### src/inc/pts_pkg.sv
// Shared constants and bus carriers for the period timer block.
// Assumes an AXI4-Lite master with 32-bit data and 12-bit addresses.
`default_nettype none

package pts_pkg;

  // ************************************************************
  // Bus carriers
  // ************************************************************
  localparam int AXI_AW = 12;

  typedef struct packed {
    logic              awvalid;
    logic [AXI_AW-1:0] awaddr;
    logic              wvalid;
    logic [31:0]       wdata;
    logic [3:0]        wstrb;
    logic              bready;
    logic              arvalid;
    logic [AXI_AW-1:0] araddr;
    logic              rready;
  } pts_axi_req_t;

  typedef struct packed {
    logic        awready;
    logic        wready;
    logic        bvalid;
    logic [1:0]  bresp;
    logic        arready;
    logic        rvalid;
    logic [31:0] rdata;
    logic [1:0]  rresp;
  } pts_axi_rsp_t;

  localparam logic [1:0] RESP_OKAY   = 2'h0;
  localparam logic [1:0] RESP_SLVERR = 2'h2;

  // ************************************************************
  // Register map: index, byte address is four times the index
  // ************************************************************
  localparam int         IDX_LSB       = 2;
  localparam int         IDX_W         = 8;
  localparam logic [7:0] IDX_IRQ_FLAGS = 8'h0C;
  localparam logic [7:0] IDX_COUNTER   = 8'h11;
  localparam logic [7:0] IDX_CONTROL   = 8'h12;
  localparam logic [7:0] IDX_IRQ_EN    = 8'h8C;
  localparam logic [7:0] IDX_LIMIT     = 8'h92;

  // Reset values and field layout
  localparam logic [7:0] RST_COUNTER  = 8'h00;
  localparam logic [7:0] RST_CONTROL  = 8'h00;
  localparam logic [7:0] RST_LIMIT    = 8'hFF;
  localparam logic [7:0] CTL_WR_MASK  = 8'h7F;
  localparam int         CTL_PRE_LO   = 0;
  localparam int         CTL_PRE_HI   = 1;
  localparam int         CTL_RUN      = 2;
  localparam int         CTL_POST_LO  = 3;
  localparam int         CTL_POST_HI  = 6;
  localparam int         CTL_UNUSED   = 7;
  localparam int         IRQ_MATCH    = 1;

  // ************************************************************
  // Clocking: internal clock divided by four, then prescaled
  // ************************************************************
  localparam int INSTR_DIV = 4;
  localparam int PRE_CNT_W = 6;
  localparam logic [PRE_CNT_W-1:0] PRE_TERM_1  = 6'(INSTR_DIV * 1 - 1);
  localparam logic [PRE_CNT_W-1:0] PRE_TERM_4  = 6'(INSTR_DIV * 4 - 1);
  localparam logic [PRE_CNT_W-1:0] PRE_TERM_16 = 6'(INSTR_DIV * 16 - 1);
  localparam int POST_CNT_W = 4;

endpackage

`default_nettype wire

### src/design/pts_prescaler.sv
// Prescaler: one tick per (limit+1) system clocks while running.
// Assumes limit only changes together with a clear pulse.
`default_nettype none

module pts_prescaler #(
  parameter int W = 6
) (
  // Clock and reset
  input  wire logic         sys_clk,
  input  wire logic         arst_n,
  // Control
  input  wire logic         clear,
  input  wire logic         run,
  input  wire logic [W-1:0] limit,
  // Tick out
  output logic              tick
);

  typedef struct packed {
    logic [W-1:0] count;
  } pts_pre_state_t;

  pts_pre_state_t s;
  pts_pre_state_t next_s;

  // Terminal count of 63 needs six bits
  if (W < 6) begin : g_chk
    $error("pts_prescaler: W too small");
  end

  // Clear outranks the tick so a write restarts a full period
  assign tick = run && !clear && (s.count == limit);

  // Next state
  always_comb begin
    next_s = s;
    if (clear) begin
      next_s.count = '0;
    end else if (run) begin
      next_s.count = (s.count == limit) ? '0 : s.count + 1'b1;
    end
  end

  // State register
  always_ff @(posedge sys_clk or negedge arst_n) begin
    if (!arst_n) begin
      s <= '0;
    end else begin
      s <= next_s;
    end
  end

endmodule

`default_nettype wire

### src/design/pts_postscaler.sv
// Postscaler: counts period matches, fires on the selected count.
// Assumes match is a one-cycle pulse from the period counter.
`default_nettype none

module pts_postscaler #(
  parameter int W = 4
) (
  // Clock and reset
  input  wire logic         sys_clk,
  input  wire logic         arst_n,
  // Control
  input  wire logic         clear,
  input  wire logic         match,
  input  wire logic [W-1:0] select,
  // Event out
  output logic              fire
);

  typedef struct packed {
    logic [W-1:0] count;
  } pts_post_state_t;

  pts_post_state_t s;
  pts_post_state_t next_s;

  // Ratio field is four bits wide
  if (W < 4) begin : g_chk
    $error("pts_postscaler: W too small");
  end

  // Fires on the match that equals the select value
  assign fire = match && !clear && (s.count == select);

  // Next state: restart from zero after firing
  always_comb begin
    next_s = s;
    if (clear) begin
      next_s.count = '0;
    end else if (match) begin
      next_s.count = (s.count == select) ? '0 : s.count + 1'b1;
    end
  end

  // State register
  always_ff @(posedge sys_clk or negedge arst_n) begin
    if (!arst_n) begin
      s <= '0;
    end else begin
      s <= next_s;
    end
  end

endmodule

`default_nettype wire

### src/design/pts_timer_top.sv
// Period timer with prescaler, postscaler and AXI4-Lite registers.
// Assumes a single clock domain; registers sit in data bits 7:0.
//
// Function
// Counter counts up from zero, wraps to zero after equalling limit.
// Counter clock is internal clock divided by four, then prescaled.
// Prescale code 00 divides by 1, 01 by 4, 1x by 16.
// Counter is software read/write and cleared by reset.
// Limit register is read/write and resets to all ones.
// Matches pass a 4-bit postscaler that sets the interrupt flag.
// Postscale field gives ratio of one plus its value.
// Run bit gates the counter; cleared it holds its value.
// Counter write, control write or reset clears both scaler counts.
// A control write leaves the counter value unchanged.
// Control bit 7 is unimplemented and reads zero.
// Period match is exported as the shared PWM time-base.
// Interrupt flag stays set until software writes it to zero.
// Postscaler counts matches from zero, fires on select, restarts.
//
// Local design decision: register access over AXI4-Lite.
`default_nettype none

module pts_timer_top #(
  parameter int PRE_W  = 6,
  parameter int POST_W = 4
) (
  // Clock and reset
  input  wire logic                  sys_clk,
  input  wire logic                  arst_n,
  // Register bus
  input  wire pts_pkg::pts_axi_req_t axiReq,
  output pts_pkg::pts_axi_rsp_t      axiRsp,
  // Interrupt and PWM time-base
  output logic                       irq,
  output logic                       pwmTimeBase,
  output logic [7:0]                 pwmCount
);
  import pts_pkg::*;

  // ************************************************************
  // State
  // ************************************************************
  typedef struct packed {
    logic [7:0]        counter;
    logic [7:0]        limit;
    logic [7:0]        control;
    logic              flag;
    logic              enable;
    logic              irq;
    logic              match;
    logic              awHeld;
    logic [AXI_AW-1:0] awAddr;
    logic              wHeld;
    logic [7:0]        wData;
    logic              wStrb0;
    pts_axi_rsp_t      rsp;
  } pts_top_state_t;

  pts_top_state_t s;
  pts_top_state_t next_s;

  if (PRE_W != PRE_CNT_W || POST_W != POST_CNT_W) begin : g_chk
    $error("pts_timer_top: scaler widths unsupported");
  end

  logic                  doWrite;
  logic [IDX_W-1:0]      wrIdx;
  logic                  wrInMap;
  logic                  wrLane;
  logic                  wrCounter;
  logic                  wrControl;
  logic                  wrFlags;
  logic                  wrEnable;
  logic                  wrLimit;
  logic                  wrKnown;
  logic                  scalerClear;
  logic [PRE_CNT_W-1:0]  preLimit;
  logic                  preTick;
  logic                  postFire;
  logic                  matchNow;
  logic                  arTake;
  logic                  rdOk;
  logic [7:0]            rdData;

  // ************************************************************
  // Write decode, one write per completed address/data pair
  // ************************************************************
  assign doWrite   = s.awHeld && s.wHeld && !s.rsp.bvalid;
  assign wrIdx     = s.awAddr[IDX_LSB +: IDX_W];
  assign wrInMap   = s.awAddr[AXI_AW-1:IDX_LSB+IDX_W] == '0;
  assign wrLane    = doWrite && wrInMap && s.wStrb0;
  assign wrCounter = wrLane && (wrIdx == IDX_COUNTER);
  assign wrControl = wrLane && (wrIdx == IDX_CONTROL);
  assign wrFlags   = wrLane && (wrIdx == IDX_IRQ_FLAGS);
  assign wrEnable  = wrLane && (wrIdx == IDX_IRQ_EN);
  assign wrLimit   = wrLane && (wrIdx == IDX_LIMIT);
  assign wrKnown   = wrInMap && (wrIdx == IDX_COUNTER ||
                     wrIdx == IDX_CONTROL || wrIdx == IDX_IRQ_FLAGS ||
                     wrIdx == IDX_IRQ_EN || wrIdx == IDX_LIMIT);

  // Scalers restart on counter or control write
  assign scalerClear = wrCounter || wrControl;

  // ************************************************************
  // Prescaler and postscaler
  // ************************************************************
  // Quarter-rate clock folded into the prescaler terminal count
  always_comb begin
    if (s.control[CTL_PRE_HI]) begin
      preLimit = PRE_TERM_16;
    end else if (s.control[CTL_PRE_LO]) begin
      preLimit = PRE_TERM_4;
    end else begin
      preLimit = PRE_TERM_1;
    end
  end

  pts_prescaler #(
    .W (PRE_W)
  ) uPre (
    .sys_clk (sys_clk),
    .arst_n  (arst_n),
    .clear   (scalerClear),
    .run     (s.control[CTL_RUN]),
    .limit   (preLimit),
    .tick    (preTick)
  );

  // Wrap event of the period counter
  assign matchNow = preTick && (s.counter == s.limit);

  pts_postscaler #(
    .W (POST_W)
  ) uPost (
    .sys_clk (sys_clk),
    .arst_n  (arst_n),
    .clear   (scalerClear),
    .match   (matchNow),
    .select  (s.control[CTL_POST_HI:CTL_POST_LO]),
    .fire    (postFire)
  );

  // ************************************************************
  // Read mux; unmapped addresses answer SLVERR, with zero data unless the index bits match a register
  // ************************************************************
  always_comb begin
    rdOk   = axiReq.araddr[AXI_AW-1:IDX_LSB+IDX_W] == '0;
    rdData = 8'h00;
    unique case (axiReq.araddr[IDX_LSB +: IDX_W])
      IDX_COUNTER:   rdData = s.counter;
      IDX_CONTROL:   rdData = s.control & CTL_WR_MASK;
      IDX_LIMIT:     rdData = s.limit;
      IDX_IRQ_FLAGS: rdData = 8'(s.flag) << IRQ_MATCH;
      IDX_IRQ_EN:    rdData = 8'(s.enable) << IRQ_MATCH;
      default:       rdOk   = 1'b0;
    endcase
  end

  assign arTake = axiReq.arvalid && s.rsp.arready;

  // ************************************************************
  // Next state
  // ************************************************************
  always_comb begin
    next_s       = s;
    next_s.match = 1'b0;
    // Counter advance; a tick never coincides with a counter write
    if (preTick) begin
      if (matchNow) begin
        next_s.counter = 8'h00;
        next_s.match   = 1'b1;
      end else begin
        next_s.counter = s.counter + 8'h01;
      end
    end
    // Write channel capture, either order
    if (axiReq.awvalid && s.rsp.awready) begin
      next_s.awHeld = 1'b1;
      next_s.awAddr = axiReq.awaddr;
    end
    if (axiReq.wvalid && s.rsp.wready) begin
      next_s.wHeld  = 1'b1;
      next_s.wData  = axiReq.wdata[7:0];
      next_s.wStrb0 = axiReq.wstrb[0];
    end
    if (doWrite) begin
      next_s.awHeld     = 1'b0;
      next_s.wHeld      = 1'b0;
      next_s.rsp.bvalid = 1'b1;
      next_s.rsp.bresp  = wrKnown ? RESP_OKAY : RESP_SLVERR;
    end
    if (wrCounter) begin
      next_s.counter = s.wData;
    end
    // Control write keeps the counter value as it is
    if (wrControl) begin
      next_s.control = s.wData & CTL_WR_MASK;
    end
    if (wrLimit) begin
      next_s.limit = s.wData;
    end
    if (wrEnable) begin
      next_s.enable = s.wData[IRQ_MATCH];
    end
    if (wrFlags) begin
      next_s.flag = s.wData[IRQ_MATCH];
    end
    // Hardware set wins over a clearing write in the same cycle
    if (postFire) begin
      next_s.flag = 1'b1;
    end
    next_s.irq = next_s.flag && next_s.enable;
    if (s.rsp.bvalid && axiReq.bready) begin
      next_s.rsp.bvalid = 1'b0;
    end
    // Read channel
    if (arTake) begin
      next_s.rsp.rvalid = 1'b1;
      next_s.rsp.rdata  = 32'(rdData);
      next_s.rsp.rresp  = rdOk ? RESP_OKAY : RESP_SLVERR;
    end else if (s.rsp.rvalid && axiReq.rready) begin
      next_s.rsp.rvalid = 1'b0;
    end
    // One write and one read outstanding at most
    next_s.rsp.awready = !next_s.awHeld && !next_s.rsp.bvalid;
    next_s.rsp.wready  = !next_s.wHeld && !next_s.rsp.bvalid;
    next_s.rsp.arready = !next_s.rsp.rvalid;
  end

  // State register; reset restores every documented default
  always_ff @(posedge sys_clk or negedge arst_n) begin
    if (!arst_n) begin
      s               <= '0;
      s.counter       <= RST_COUNTER;
      s.control       <= RST_CONTROL;
      s.limit         <= RST_LIMIT;
      s.rsp.awready   <= 1'b1;
      s.rsp.wready    <= 1'b1;
      s.rsp.arready   <= 1'b1;
    end else begin
      s <= next_s;
    end
  end

  // Outputs straight from state
  assign axiRsp      = s.rsp;
  assign irq         = s.irq;
  assign pwmTimeBase = s.match;
  assign pwmCount    = s.counter;
endmodule

`default_nettype wire

### config.mk
export PLATFORM = sky130hd
export DESIGN_NAME = pts_timer_top
export DESIGN_NICKNAME = d
export VERILOG_FILES = /design/src/inc/pts_pkg.sv /design/src/design/pts_prescaler.sv /design/src/design/pts_postscaler.sv /design/src/design/pts_timer_top.sv
export SDC_FILE = /design/constraint.sdc
export NUM_CORES = 1
export LEC_CHECK = 0
export ABC_AREA = 0
export BUFFER_PORTS_ARGS = -buffer_cell sky130_fd_sc_hd__buf_2
export CORE_ASPECT_RATIO = 0.6
export CORE_MARGIN = 4
export CORE_UTILIZATION = 55
export DETAILED_ROUTE_END_ITERATION = 10
export PLACE_DENSITY = 0.87
export SLEW_MARGIN = 20
export SYNTH_ARGS = -nofsm -noshare
export SYNTH_HDL_FRONTEND = slang
export SYNTH_SLANG_ARGS = --single-unit
### constraint.sdc
create_clock -name sys_clk -period 4.05 [get_ports sys_clk]
set_clock_uncertainty 0.05 [all_clocks]
set_input_delay 0.2025 -clock sys_clk [delete_from_list [all_inputs] [get_ports sys_clk]]
set_output_delay 0.2025 -clock sys_clk [all_outputs]
set_load 0.05 [all_outputs]
==> flow_summary.json <==
{
  "drt-initial-drc-count": 239,
  "r2r_slack_ns": 1.65,
  "placed_cell_area_um2": 4090,
  "reg2reg_depth": 5,
  "layout_commonest_cell": "dfrtp_1",
  "cp.arrival_ns": 2.55,
  "die_h_um": 73.9,
  "design_area_um2": 4390,
  "die_area_um2": 8720,
  "post-route-period-util_pct": 59.1,
  "path_class": "reg2reg",
  "final_hold_viol_count": 0,
  "cts_sinks": 73,
  "fmax_mhz": 418,
  "synth_flop_cell": "dfrtp_1",
  "path_buf_inv": 0,
  "rsz0062_at_grt": "no",
  "setup_tns_ns": 0,
  "tightest_slew_ns": 0.847,
  "crit_fanout": 14,
  "path_clk_slew_ns": 0.06,
  "totalPowerFinal_mw": 2.41,
  "hold-worst-slack_ns": 0.0466,
  "final_cell_mix": "62 x dfrtp_1, 59 x buf_2, 34 x mux2_2, 27 x nand2_1, 26 x conb_1",
  "start_util_pct": 58.2,
  "yosysTopAreaCell": "dfrtp_1",
  "yosysUniqueCellTypes": 54,
  "grt_pass1_vias": 3044,
  "cp_data_required_time_ns": 4.21,
  "die_x_um": 118,
  "yosysTopAreaCellShare_pct": 38.9,
  "grt.total_usage_pct": 23.1,
  "powerDensity_nw_per_um2": 550,
  "path_delay_family": "simple AND/OR/NAND/NOR gates",
  "post-route-util_pct": 64.1,
  "diodes": 0,
  "antenna_found_initial": 0,
  "drc": 0,
  "cp_cell_sequence": "nor4bb_1, and4bb_1, a211o_4, nor2_1, mux2i_1",
  "yosys_warnings": 0,
  "hold_path_end": "s[56]",
  "finalWeightedCongestion": 0.912,
  "layout-drive-gt1-share_pct": 31.5,
  "row_count": 23,
  "clock_latency_ns": 0.33,
  "setup_viol": 0,
  "worstSetupEndpointType": "flop",
  "via_per_inst": 6.00,
  "htree_num_levels": 3,
  "rr_startpoint": "s[60]",
  "drt-pass1-iter-count": 5,
  "netlist_area_um2": 3990,
  "startpoint_type": "flop",
  "synth-edff-count": 0,
  "routed_wl_mm": 9.26,
  "period_needed_ns": 2.40,
  "ys_ff_latch": 73,
  "hold_path.startpoint": "axiReq[57]",
  "relSlewSlack_pct": 43.1,
  "port_buffers": 60,
  "syn_avg_cell_area_um2": 10.7,
  "ys_top_cells_by_area": "dfrtp_1 39%, mux2_2 9.6%, buf_4 9.2%, dfstp_2 7.3%, nand2_1 2.5%",
  "fin_nets": 484,
  "grt-ovfl-total": 0,
  "slew_violations": 0,
  "cts_tree": "built",
  "dp_hpwl_mm": 6.82,
  "fp.coreArea_um2": 6850,
  "ant_nets": 0,
  "hold_path.class": "in2reg",
  "layout_setup_ws_ns": 1.65,
  "cpMaxStageDelayCell": "nor4bb_1",
  "ios": 118,
  "async_flop_share_pct": 100,
  "postCtsSetupBuffers": 0,
  "postSynthCellCount": 371,
  "preCtsSetupSlack_ns": 1.73,
  "clockBufferDepth": 2,
  "ys_seq_area_share_pct": 46.2,
  "finalNonFillerCells": 506,
  "cp_slowest_stage_delay_ns": 0.69,
  "grt_max_degree": 53,
  "area_delta_synth_final_pct": 10.1,
  "ir_drop_mv": 0.433,
  "grt_first_pass_wirelength_mm": 15.7,
  "wl_per_cell_um": 18.3,
  "cap_violations": 0,
  "place_inst": 489,
  "via_count": 3036,
  "cts_made_buffers": 9,
  "status": "finished, final reports clean",
  "cts-root-buf": "clkbuf_16",
  "min_path_cells": 2,
  "timing.rr.end": "uPost.s[1]",
  "p_leak_nw": 2.11
}
==> registers in the layout, indices dropped and copies added (netlist names) <==
register and count:
pwmCount 8, uPost.s 4, uPre.s 6, s 38
pwmTimeBase 1, axiRsp 15, irq 1
==> report_power, final <==
group          total [mW]  switching (mW)  internal, mW  leakage [nW]
logic               0.594           0.368         0.226          1.05
registers            1.04           0.162         0.881         0.919
clock network       0.777           0.285         0.492         0.144
==> layout make-up <==
| type | count | area (um^2) |
|---|---|---|
| fillers | 548 | 2460 |
| flip-flops and latches | 73 | 1840 |
| multi-input cells | 261 | 1800 |
| repair buffers | 63 | 328 |
| clock buffers | 13 | 250 |
| well taps | 87 | 109 |
| clock inverters | 3 | 40.0 |
| inverters | 6 | 22.5 |
==> cell usage after synthesis, drive strengths merged, types with 4 or more instances <==
library cell / count
a21oi: 19
a22o: 9
a22oi: 5
a31oi: 8
and3: 6
buf: 52
clkbuf: 4
dfrtp: 62
dfstp: 11
inv: 6
mux2: 34
nand2: 28
nand3: 14
nand4: 4
nand4b: 6
nor2: 18
nor2b: 5
nor3: 6
nor4: 4
o21ai: 12
xnor2: 5
xor2: 8
==> what timing repair did <==
action	CTS	global route
gates resized for setup	0	0
hold buffers	1	0
hold endpoints to repair	46	0
==> how the worst max path moves through the flow <==
stage / from / endpoint / slack, ns / cells after the start
3_5_place_dp: s[60] / pwmCount[4] / 1.73 / 5
5_1_grt: s[60] / pwmCount[5] / 1.48 / 5
4_1_cts: s[62] / s[78] / 1.70 / 4
2_1_floorplan: s[57] / pwmCount[5] / 2.03 / 7
3_3_place_gp: s[60] / irq / 1.81 / 5
6_report: s[60] / uPost.s[1] / 1.65 / 5
==> cell families after synthesis <==
logic type | Yosys count | share of synthesized area, %
AO/OA/AOI/OAI | 69 | 11.7
AND/OR/NAND/NOR | 113 | 16.8
adder cells (fa/ha/maj) | 3 | 0.942
buffers and inverters | 62 | 11.0
multiplexers | 37 | 10.4
flip-flops | 73 | 46.2
XOR/XNOR | 13 | 2.86
other | 1 | 0.0941
==> layer usage <==
layer / GRT usage [%] / up-vias / wire [um]
li1: - / 1367 / -
met1: 32.5 / 1506 / 4190
met2: 34.2 / 144 / 4080
met3: 6.00 / 19 / 818
met4: 10.1 / 0 / 174
met5: 0 / - / 0
No activity file was read; power rests on OpenSTA's default activity.
